--- config.mk ---
export PLATFORM = sky130hd
export DESIGN_NAME = ssd_top
export DESIGN_NICKNAME = d
export VERILOG_FILES = /design/src/logic/ssd_pkg.sv /design/src/logic/ssd_dir_if.sv /design/src/logic/ssd_dir.sv /design/src/logic/ssd_top.sv
export SDC_FILE = /design/constraint.sdc
export NUM_CORES = 1
export LEC_CHECK = 0
export ABC_AREA = 1
export BUFFER_PORTS_ARGS = -buffer_cell sky130_fd_sc_hd__buf_2
export CELL_PAD_IN_SITES_DETAIL_PLACEMENT = 2
export CELL_PAD_IN_SITES_GLOBAL_PLACEMENT = 2
export CORE_UTILIZATION = 36
export CTS_BUF_LIST = sky130_fd_sc_hd__clkbuf_4 sky130_fd_sc_hd__clkbuf_8
export CTS_CLUSTER_SIZE = 30
export DETAILED_ROUTE_END_ITERATION = 7
export GPL_TIMING_DRIVEN = 0
export PLACE_DENSITY_LB_ADDON = 0.1
export REMOVE_ABC_BUFFERS = 1
export SYNTH_ARGS = -nofsm -noshare
export SYNTH_HDL_FRONTEND = slang
export SYNTH_SLANG_ARGS = --single-unit
export TNS_END_PERCENT = 10
--- constraint.sdc ---
create_clock -name ref_clk_i -period 2.9 [get_ports ref_clk_i]
set_input_delay 0.29 -clock ref_clk_i [delete_from_list [all_inputs] [get_ports ref_clk_i]]
set_output_delay 0.29 -clock ref_clk_i [all_outputs]
set_load 0.005 [all_outputs]
--- src/logic/ssd_pkg.sv ---
// Shared constants and types for the slave state sequencer and parameter directory
package ssd_pkg;

	// Sequencer states, Gray coded along init, config, copy, inputs-only, run
	typedef enum logic [2:0] {
		ST_INIT   = 3'h0,
		ST_PREOP  = 3'h1,
		ST_COPY   = 3'h3,
		ST_SAFEOP = 3'h2,
		ST_OP     = 3'h6,
		ST_BOOT   = 3'h4
	} ssd_state_t;

	// State codes used by requests and by the reported state
	localparam logic [3:0] REQ_INIT   = 4'h1;
	localparam logic [3:0] REQ_PREOP  = 4'h2;
	localparam logic [3:0] REQ_BOOT   = 4'h3;
	localparam logic [3:0] REQ_SAFEOP = 4'h4;
	localparam logic [3:0] REQ_OP     = 4'h8;

	// Mailbox service classes
	localparam logic [1:0] SVC_DIR   = 2'h0;
	localparam logic [1:0] SVC_FILE  = 2'h1;
	localparam logic [1:0] SVC_OTHER = 2'h2;

	// Transition error codes
	localparam logic [1:0] ERR_NONE    = 2'h0;
	localparam logic [1:0] ERR_MBX     = 2'h1;
	localparam logic [1:0] ERR_PD      = 2'h2;
	localparam logic [1:0] ERR_ILLEGAL = 2'h3;

	// Directory operations and answers
	localparam logic [1:0] OP_READ     = 2'h0;
	localparam logic [1:0] OP_WRITE    = 2'h1;
	localparam logic [1:0] OP_INFO     = 2'h2;
	localparam logic [1:0] DS_OK       = 2'h0;
	localparam logic [1:0] DS_NOTFOUND = 2'h1;
	localparam logic [1:0] DS_RDONLY   = 2'h2;
	localparam logic [1:0] DS_BADOP    = 2'h3;

	// Directory layout
	localparam logic [15:0] DIR_MIN_IDX  = 16'h1000;
	localparam logic [15:0] IDX_DEVTYPE  = 16'h1000;
	localparam logic [15:0] IDX_RESTORE  = 16'h1011;
	localparam logic [15:0] IDX_IDENTITY = 16'h1018;
	localparam logic [15:0] IDX_PARAM    = 16'h8000;
	localparam logic [7:0]  SUB_ZERO     = 8'h00;
	localparam logic [7:0]  SUB_VENDOR   = 8'h01;
	localparam logic [7:0]  SUB_PRODUCT  = 8'h02;
	localparam logic [7:0]  SUB_REVISION = 8'h03;
	localparam logic [7:0]  SUB_SERIAL   = 8'h04;
	localparam logic [7:0]  SUB_FIRST    = 8'h01;
	localparam logic [31:0] RST_RW_VAL   = 32'h0000_0000;
	localparam logic [6:0]  INFO_PAD     = 7'h00;
	localparam int          DIR_ENTRIES  = 7;
	localparam int          POS_W        = 3;

endpackage

--- src/logic/ssd_dir_if.sv ---
// Request and answer bundle between the sequencer and the parameter directory
`timescale 1ns/1ps
interface ssd_dir_if;
	logic        req;    // One-cycle directory request
	logic [1:0]  op;     // Read, write or enumerate
	logic [15:0] index;  // Main index
	logic [7:0]  sub;    // Subindex
	logic [31:0] wdata;  // Write value, or list position for enumerate
	logic        rsp;    // One-cycle answer
	logic [1:0]  status; // Answer code
	logic [31:0] rdata;  // Read value or entry description

	modport seq (output req, op, index, sub, wdata, input rsp, status, rdata);
	modport dir (input req, op, index, sub, wdata, output rsp, status, rdata);
endinterface

--- src/logic/ssd_dir.sv ---
// Parameter directory: indexed entries with access attributes and enumeration
`timescale 1ns/1ps
module ssd_dir
	import ssd_pkg::*;
#(
	parameter logic [31:0] DEV_TYPE = 32'h0000_00A5, // Arbitrary value
	parameter logic [31:0] VENDOR   = 32'h0000_0A11, // Arbitrary value
	parameter logic [31:0] PRODUCT  = 32'h0000_0B22, // Arbitrary value
	parameter logic [31:0] REVISION = 32'h0000_0C33, // Arbitrary value
	parameter logic [31:0] SERIAL   = 32'h0000_0D44  // Arbitrary value
) (
	// Clock and reset
	input  wire logic ref_clk_i,
	input  wire logic srst_i,
	// Sequencer side
	ssd_dir_if.dir    d
);

	logic [31:0]      val_q [DIR_ENTRIES]; // Entry values
	logic [31:0]      val_d [DIR_ENTRIES];
	logic             rsp_q, rsp_d;        // Answer strobe
	logic [1:0]       st_q, st_d;          // Answer code
	logic [31:0]      rd_q, rd_d;          // Answer data
	logic             hit;                 // Address matched an entry
	logic [POS_W-1:0] pos;                 // Matching entry
	logic [24:0]      key_scan;            // Key under comparison
	logic [24:0]      key_hit;             // Key of the matched entry
	logic [24:0]      key_enum;            // Key at the enumerate position

	// Entry key: main index, subindex, writable flag
	function automatic logic [24:0] ent_key(input int unsigned i);
		case (i)
			0:       ent_key = {IDX_DEVTYPE, SUB_ZERO, 1'b0};
			1:       ent_key = {IDX_RESTORE, SUB_FIRST, 1'b1};
			2:       ent_key = {IDX_IDENTITY, SUB_VENDOR, 1'b0};
			3:       ent_key = {IDX_IDENTITY, SUB_PRODUCT, 1'b0};
			4:       ent_key = {IDX_IDENTITY, SUB_REVISION, 1'b0};
			5:       ent_key = {IDX_IDENTITY, SUB_SERIAL, 1'b0};
			6:       ent_key = {IDX_PARAM, SUB_FIRST, 1'b1};
			default: ent_key = '0;
		endcase
	endfunction

	// Reset contents; read-only entries never change afterwards
	function automatic logic [31:0] ent_rst(input int unsigned i);
		case (i)
			0:       ent_rst = DEV_TYPE;
			2:       ent_rst = VENDOR;
			3:       ent_rst = PRODUCT;
			4:       ent_rst = REVISION;
			5:       ent_rst = SERIAL;
			default: ent_rst = RST_RW_VAL;
		endcase
	endfunction

	// Lookup and access decision
	always_comb begin
		val_d = val_q;
		rsp_d = d.req;
		st_d  = st_q;
		rd_d  = rd_q;
		hit      = 1'b0;
		pos      = '0;
		key_scan = '0;
		key_hit  = '0;
		// Function results cannot be sliced directly, so keys land in variables
		key_enum = ent_key(int'(d.wdata[POS_W-1:0]));
		// Index plus subindex addresses one entry
		for (int i = 0; i < DIR_ENTRIES; i++) begin
			key_scan = ent_key(i);
			if (key_scan[24:1] == {d.index, d.sub}) begin
				hit     = 1'b1;
				pos     = POS_W'(i);
				key_hit = key_scan;
			end
		end
		if (d.req) begin
			st_d = DS_OK;
			case (d.op)
				OP_READ: begin
					// Indices below the visible floor do not exist
					if (hit && d.index >= DIR_MIN_IDX) begin
						rd_d = val_q[pos];
					end else begin
						st_d = DS_NOTFOUND;
					end
				end
				OP_WRITE: begin
					if (!hit || d.index < DIR_MIN_IDX) begin
						st_d = DS_NOTFOUND;
					end else if (!key_hit[0]) begin
						st_d = DS_RDONLY;
					end else begin
						val_d[pos] = d.wdata;
					end
				end
				OP_INFO: begin
					// Enumeration by list position
					if (d.wdata < 32'(DIR_ENTRIES)) begin
						rd_d = {key_enum[24:1], INFO_PAD, key_enum[0]};
					end else begin
						st_d = DS_NOTFOUND;
					end
				end
				default: st_d = DS_BADOP;
			endcase
		end
	end

	// Register stage
	always_ff @(posedge ref_clk_i) begin
		if (srst_i) begin
			for (int i = 0; i < DIR_ENTRIES; i++) begin
				val_q[i] <= ent_rst(i);
			end
			rsp_q <= 1'b0;
			st_q  <= DS_OK;
			rd_q  <= '0;
		end else begin
			val_q <= val_d;
			rsp_q <= rsp_d;
			st_q  <= st_d;
			rd_q  <= rd_d;
		end
	end

	assign d.rsp    = rsp_q;
	assign d.status = st_q;
	assign d.rdata  = rd_q;

endmodule

--- src/logic/ssd_top.sv ---
// Slave state sequencer with traffic gating, output safety and input snapshot
// Summary of operation
// - Power-on enters init; no traffic allowed
// - Init to config checks mailbox setup
// - Config state: mailbox yes, process data no
// - Config to inputs-only checks channels, clocks
// - Inputs snapshotted before inputs-only acknowledge
// - Inputs-only: traffic on, outputs held safe
// - Watchdog forces safe outputs in inputs-only unless disabled
// - Run state drives outputs from master
// - Firmware-update entered only from init
// - Firmware-update accepts only file-transfer mailbox
// - Entries addressed by main index and subindex
// - Write attempts honour read-only attribute
// - Identity entries are read-only
// - Visible indices start at the floor
// - Directory reachable from config state onward
// - Directory enumerable through mailbox information service
`timescale 1ns/1ps
module ssd_top
	import ssd_pkg::*;
#(
	parameter int          IN_W     = 16,           // Input image width
	parameter int          OUT_W    = 16,           // Output image width
	parameter logic [15:0] SAFE_OUT = 16'h0000,     // Safe output value (off)
	parameter logic [31:0] DEV_TYPE = 32'h0000_00A5, // Arbitrary value
	parameter logic [31:0] VENDOR   = 32'h0000_0A11, // Arbitrary value
	parameter logic [31:0] PRODUCT  = 32'h0000_0B22, // Arbitrary value
	parameter logic [31:0] REVISION = 32'h0000_0C33, // Arbitrary value
	parameter logic [31:0] SERIAL   = 32'h0000_0D44  // Arbitrary value
) (
	// Clock and reset
	input  wire logic              ref_clk_i,
	input  wire logic              srst_i,
	// State requests from the master
	input  wire logic              st_req_i,
	input  wire logic [3:0]        st_code_i,
	input  wire logic              err_clr_i,
	// Configuration checks
	input  wire logic              mbx_cfg_ok_i,
	input  wire logic              pd_cfg_ok_i,
	input  wire logic              dc_used_i,
	input  wire logic              dc_cfg_ok_i,
	// Mailbox requests
	input  wire logic              mbx_req_i,
	input  wire logic [1:0]        mbx_svc_i,
	input  wire logic [1:0]        dir_op_i,
	input  wire logic [15:0]       dir_index_i,
	input  wire logic [7:0]        dir_sub_i,
	input  wire logic [31:0]       dir_wdata_i,
	// Process data and physical I/O
	input  wire logic [IN_W-1:0]   in_data_i,
	input  wire logic [OUT_W-1:0]  out_data_i,
	input  wire logic              wdog_en_i,
	// State status
	output logic [3:0]             state_o,
	output logic                   st_ack_o,
	output logic                   st_err_o,
	output logic [1:0]             err_code_o,
	// Traffic gating
	output logic                   mbx_en_o,
	output logic                   pd_en_o,
	output logic                   mbx_acc_o,
	output logic                   mbx_rej_o,
	// Directory answers
	output logic                   dir_rsp_o,
	output logic [1:0]             dir_status_o,
	output logic [31:0]            dir_rdata_o,
	// Process images
	output logic [IN_W-1:0]        dpm_in_o,
	output logic [OUT_W-1:0]       phys_out_o
);

	ssd_state_t       state_q, state_d;     // Sequencer state
	logic [3:0]       code_q, code_d;       // Reported state code
	logic             ack_q, ack_d;         // Transition done pulse
	logic             err_q, err_d;         // Sticky transition error
	logic [1:0]       ecode_q, ecode_d;     // Last error cause
	logic             mbx_en_q, mbx_en_d;   // Mailbox allowed
	logic             pd_en_q, pd_en_d;     // Process data allowed
	logic             acc_q, acc_d;         // Mailbox accepted pulse
	logic             rej_q, rej_d;         // Mailbox refused pulse
	logic             drsp_q, drsp_d;       // Directory answer pulse
	logic [1:0]       dst_q, dst_d;         // Directory answer code
	logic [31:0]      drd_q, drd_d;         // Directory answer data
	logic [IN_W-1:0]  dpm_q, dpm_d;         // Input image in shared memory
	logic [OUT_W-1:0] phys_q, phys_d;       // Physical outputs
	logic             go;                   // Requested move allowed
	logic [1:0]       why;                  // Failure cause if not
	ssd_state_t       tgt;                  // Requested target
	logic             mbx_ok;               // Current mailbox request allowed
	logic             dir_open;             // Directory reachable now

	ssd_dir_if dif ();

	// Directory instance
	ssd_dir #(
		.DEV_TYPE (DEV_TYPE),
		.VENDOR   (VENDOR),
		.PRODUCT  (PRODUCT),
		.REVISION (REVISION),
		.SERIAL   (SERIAL)
	) u_dir (
		.ref_clk_i (ref_clk_i),
		.srst_i    (srst_i),
		.d         (dif.dir)
	);

	// Transition decision; checks run only on moves that need them
	always_comb begin
		go  = 1'b0;
		why = ERR_ILLEGAL;
		tgt = state_q;
		case (st_code_i)
			REQ_INIT: begin
				go  = 1'b1;
				tgt = ST_INIT;
			end
			REQ_PREOP: begin
				if (state_q == ST_INIT) begin
					go  = mbx_cfg_ok_i;
					why = ERR_MBX;
					tgt = ST_PREOP;
				end else if (state_q != ST_BOOT) begin
					go  = 1'b1;
					tgt = ST_PREOP;
				end
			end
			REQ_BOOT: begin
				// Only init leads into firmware update
				if (state_q == ST_INIT) begin
					go  = mbx_cfg_ok_i;
					why = ERR_MBX;
					tgt = ST_BOOT;
				end else if (state_q == ST_BOOT) begin
					go  = 1'b1;
				end
			end
			REQ_SAFEOP: begin
				if (state_q == ST_PREOP) begin
					go  = pd_cfg_ok_i && (!dc_used_i || dc_cfg_ok_i);
					why = ERR_PD;
					tgt = ST_COPY;
				end else if (state_q == ST_SAFEOP || state_q == ST_OP) begin
					go  = 1'b1;
					tgt = ST_SAFEOP;
				end
			end
			REQ_OP: begin
				// Output data validity is the master's duty before this move
				if (state_q == ST_SAFEOP || state_q == ST_OP) begin
					go  = 1'b1;
					tgt = ST_OP;
				end
			end
			default: go = 1'b0;
		endcase
	end

	// Sequencer next state
	always_comb begin
		state_d = state_q;
		ack_d   = 1'b0;
		ecode_d = ecode_q;
		err_d   = err_q && !err_clr_i;
		case (state_q)
			ST_COPY: begin
				// Snapshot taken this cycle, acknowledge with it
				state_d = ST_SAFEOP;
				ack_d   = 1'b1;
			end
			default: begin
				if (st_req_i) begin
					if (go) begin
						state_d = tgt;
						ack_d   = (tgt != ST_COPY);
					end else begin
						// Stay put; a new failure beats a clear
						err_d   = 1'b1;
						ecode_d = why;
					end
				end
			end
		endcase
		case (state_d)
			ST_PREOP, ST_COPY: code_d = REQ_PREOP;
			ST_SAFEOP:         code_d = REQ_SAFEOP;
			ST_OP:             code_d = REQ_OP;
			ST_BOOT:           code_d = REQ_BOOT;
			default:           code_d = REQ_INIT;
		endcase
	end

	// Traffic gating by state
	always_comb begin
		dir_open = (state_q == ST_PREOP || state_q == ST_SAFEOP ||
			state_q == ST_OP);
		case (state_q)
			ST_INIT:  mbx_ok = 1'b0;
			ST_BOOT:  mbx_ok = (mbx_svc_i == SVC_FILE);
			ST_COPY:  mbx_ok = 1'b1;
			default:  mbx_ok = 1'b1;
		endcase
		acc_d    = mbx_req_i && mbx_ok;
		rej_d    = mbx_req_i && !mbx_ok;
		mbx_en_d = (state_d != ST_INIT);
		pd_en_d  = (state_d == ST_SAFEOP || state_d == ST_OP);
		drsp_d   = dif.rsp;
		dst_d    = dif.status;
		drd_d    = dif.rdata;
	end

	// Directory requests ride on accepted mailbox requests
	assign dif.req   = mbx_req_i && (mbx_svc_i == SVC_DIR) && dir_open;
	assign dif.op    = dir_op_i;
	assign dif.index = dir_index_i;
	assign dif.sub   = dir_sub_i;
	assign dif.wdata = dir_wdata_i;

	// Process images: inputs refresh each cycle once inputs are live
	always_comb begin
		dpm_d = dpm_q;
		if (state_q == ST_COPY || state_q == ST_SAFEOP || state_q == ST_OP) begin
			dpm_d = in_data_i;
		end
		// Watchdog on keeps outputs safe until full run
		if (state_q == ST_OP || (state_q == ST_SAFEOP && !wdog_en_i)) begin
			phys_d = out_data_i;
		end else begin
			phys_d = SAFE_OUT[OUT_W-1:0];
		end
	end

	// Register everything
	always_ff @(posedge ref_clk_i) begin
		if (srst_i) begin
			state_q  <= ST_INIT;
			code_q   <= REQ_INIT;
			ack_q    <= 1'b0;
			err_q    <= 1'b0;
			ecode_q  <= ERR_NONE;
			mbx_en_q <= 1'b0;
			pd_en_q  <= 1'b0;
			acc_q    <= 1'b0;
			rej_q    <= 1'b0;
			drsp_q   <= 1'b0;
			dst_q    <= DS_OK;
			drd_q    <= '0;
			dpm_q    <= '0;
			phys_q   <= SAFE_OUT[OUT_W-1:0];
		end else begin
			state_q  <= state_d;
			code_q   <= code_d;
			ack_q    <= ack_d;
			err_q    <= err_d;
			ecode_q  <= ecode_d;
			mbx_en_q <= mbx_en_d;
			pd_en_q  <= pd_en_d;
			acc_q    <= acc_d;
			rej_q    <= rej_d;
			drsp_q   <= drsp_d;
			dst_q    <= dst_d;
			drd_q    <= drd_d;
			dpm_q    <= dpm_d;
			phys_q   <= phys_d;
		end
	end

	assign state_o      = code_q;
	assign st_ack_o     = ack_q;
	assign st_err_o     = err_q;
	assign err_code_o   = ecode_q;
	assign mbx_en_o     = mbx_en_q;
	assign pd_en_o      = pd_en_q;
	assign mbx_acc_o    = acc_q;
	assign mbx_rej_o    = rej_q;
	assign dir_rsp_o    = drsp_q;
	assign dir_status_o = dst_q;
	assign dir_rdata_o  = drd_q;
	assign dpm_in_o     = dpm_q;
	assign phys_out_o   = phys_q;
endmodule
==> run metrics <==
CP delay by family, top simple AND/OR/NAND/NOR gates; number of max-cap violations 0; met2 Use GR 46.7%; Util after Layout about 46%; hpwl dp 28,700 um; CTS sink count 341; vias in the first global route 14.4k; DP Cell Count 2,522; I/O pin count 185; Avg Cell Area, Syn 7.19 um2; Rows 71; final cell count without fillers 2,702; CTS root buf clkbuf_8; Synth Register Bits 341; WS Path Type reg -> reg; CTS HTree Levels 2; CTS buffer count 59; max_slew headroom 25.2%; clock skew after layout 0.0230 ns; layout cell share with drive strength beyond 1 17.1%; antenna cells 0; Die W roughly 200 um; slowest stage delay, CP 0.49 ns; Yosys cell types 33; gr usage total 25.3%; gr ovfl total 0; CTS tree built; Initial DRC Count approximately 360; worst hold margin 0.0536 ns; Final Max Slew Viols 0; Least-Margin Pin Slew 1.12 ns; pwr dens 570 nW/um2; initial antenna violation count 1; PnR worst setup slack approximately 0.076 ns; Bufs on Longest Clock Path 3; Lkg Pwr about 7.6 nW; port bufs 184; via count about 13k; CP max stage cell nand4_4; CP endpoint kind flop; Hold Crit Class in -> reg; CP arrival around 3.3 ns; nets@finish 2,255; first-pass GRT wire length between 70,000 and 80,000 um; RSZ-0062 raised after global routing yes; status completed; core area 37,600 um2; min Tclk post-route 2.82 ns; busiest grt layer met2; met3 Use GR 3.64%; largest net degree at the start of global routing 140; worst path bufs/invs 2; clock slew at reported path FFs 0.06 ns; Pre-antenna DRT Iters 4; global placer's final weighted congestion between 0.8 and 0.9; overall power 9.79 mW; placed cell areas between 15,000 and 20,000 um2; final hold viol count 0; Mapped Cells 1,911; post-synthesis sequential area ratio 49.7%; Peak VDD IR 0.000476 V; Die H 197 um; met1 Use GR 29.8%; DRT antenna net count 0; CP max FO 18; drt wl/cell around 18 um; area added between synthesis and finish 25.0%; DRT Wirelength 49,200 um; CP Launch Type flop; Final period util 97.4%; Residual DRC 0; Starting Density 36.6%; DP Worst Slack -0.818 ns; critical path cell sequence inv_2 > nor2_2 > inv_2 > nand2_1 > nand2_1 > a21oi_4 > nand4_4 > o21ai_1 > a21oi_1; mapped cell area 13,700 um2; WP data required 3.41 ns; clk_lat worst skew 0.64 ns; Max Fclk 354 MHz; number of vias per cell about 4.9; Syn. warnings 0; design area 17,200 um2; setup TNS 0 ns; Setup-failing EPs final 0; total die area 39,000 um2
## final timing paths
check	startpoint	endpoint	slack (ns)	cells past startpoint
max reg2reg	state_q[1]$_SDFF_PP0_	u_dir.val_q[4]$_SDFFE_PP0P_	0.08	9
max	state_q[1]$_SDFF_PP0_	u_dir.val_q[4]$_SDFFE_PP0P_	0.08	9
min	dir_op_i[1]	u_dir.d.status[1]$_SDFFE_PP0P_	0.05	3
min reg2reg	u_dir.d.rsp$_SDFF_PP0_	dir_rsp_o$_SDFF_PP0_	0.41	2
## routing by layer
metal	vias up	share of wire, %
li1	6389	-
met1	6484	43
met3	84	3.8
met5	-	0.026
met4	2	2.3
met2	250	51
## worst min-delay path, cell delays in order
cell and delay [ns]:
buf_2 0.12, a31oi_1 0.05, o21ai_0 0.17
## where the power goes
part / switching, mW / leakage (nW) / internal (mW)
Sequential: 0.00459 / 2.75 / 4.70
Clock: 2.00 / 0.668 / 2.67
Combinational: 0.250 / 4.23 / 0.171
Total: 2.25 / 7.65 / 7.54
## timing repair
action / CTS / global route
endpoints found under the hold margin: 99 / 0
setup endpoints to repair: 64 / 65
resized for setup: 8 / 6
hold buffers: 70 / 0
cloned: 2 / 1
pin swaps: 2 / 3
buffers inserted: 0 / 4
## sequential cells by signal, summed over array words and instances (netlist names), 2 cells and up
signal / flops
dpm_in_o: 16
dir_rdata_o: 32
err_code_o: 2
phys_out_o: 16
u_dir.val_q: 224
u_dir.d.status: 2
u_dir.d.rdata: 32
state_o: 4
dir_status_o: 2
state_q: 3
## cells in the mapped netlist (all sizes together)
cell type	instances	area, um2
nand2	395	1520
nor2	365	1450
dfxtp	341	6830
inv	300	1130
o21ai	115	576
nand3	109	603
a21oi	82	410
clkbuf	48	180
o211ai	44	330
buf	43	255
nand4	31	243
or2	17	106
nor3	11	55.1
a31oi	2	12.5
clkinv	2	7.51
o21bai	2	15.0
o22ai	2	12.5
nand3b	1	7.51
xor2	1	8.76
## cell families (layout without fill, tap and decap cells)
family | after synthesis | in the layout | share of synthesized area (%)
AOI/OAI and AO/OA | 247 | 247 | 9.87
and+or+nand+nor | 929 | 932 | 29.0
xor gates and xnor gates | 1 | 1 | 0.0637
buffers and inverters | 393 | 670 | 11.4
DFF | 341 | 341 | 49.7
## layout by cell type (no fill, tap or decap), types with 8 or more instances in the layout
cell,count
nand2_1,384
nor2_1,349
dfxtp_1,341
inv_1,288
buf_2,183
nand3_1,98
a21oi_1,81
o21ai_1,74
clkbuf_8,70
dlygate4sd3_1,70
o211ai_1,44
o21ai_0,41
nand4_1,26
clkbuf_4,25
or2_2,17
nor3_1,11
inv_2,10
nand2_2,9
nor2_2,8
## area by class of cell
type,count,area (um2)
Tap cell,511,639
Clock buffer,95,1150
Timing Repair Buffer,265,1850
Sequential cell,341,6830
Clock inverter,8,98.8
Multi-Input combinational cell,1180,5470
Fill cell,4344,20400
Inverter,302,1150
Power figures use the tool's default switching activity.
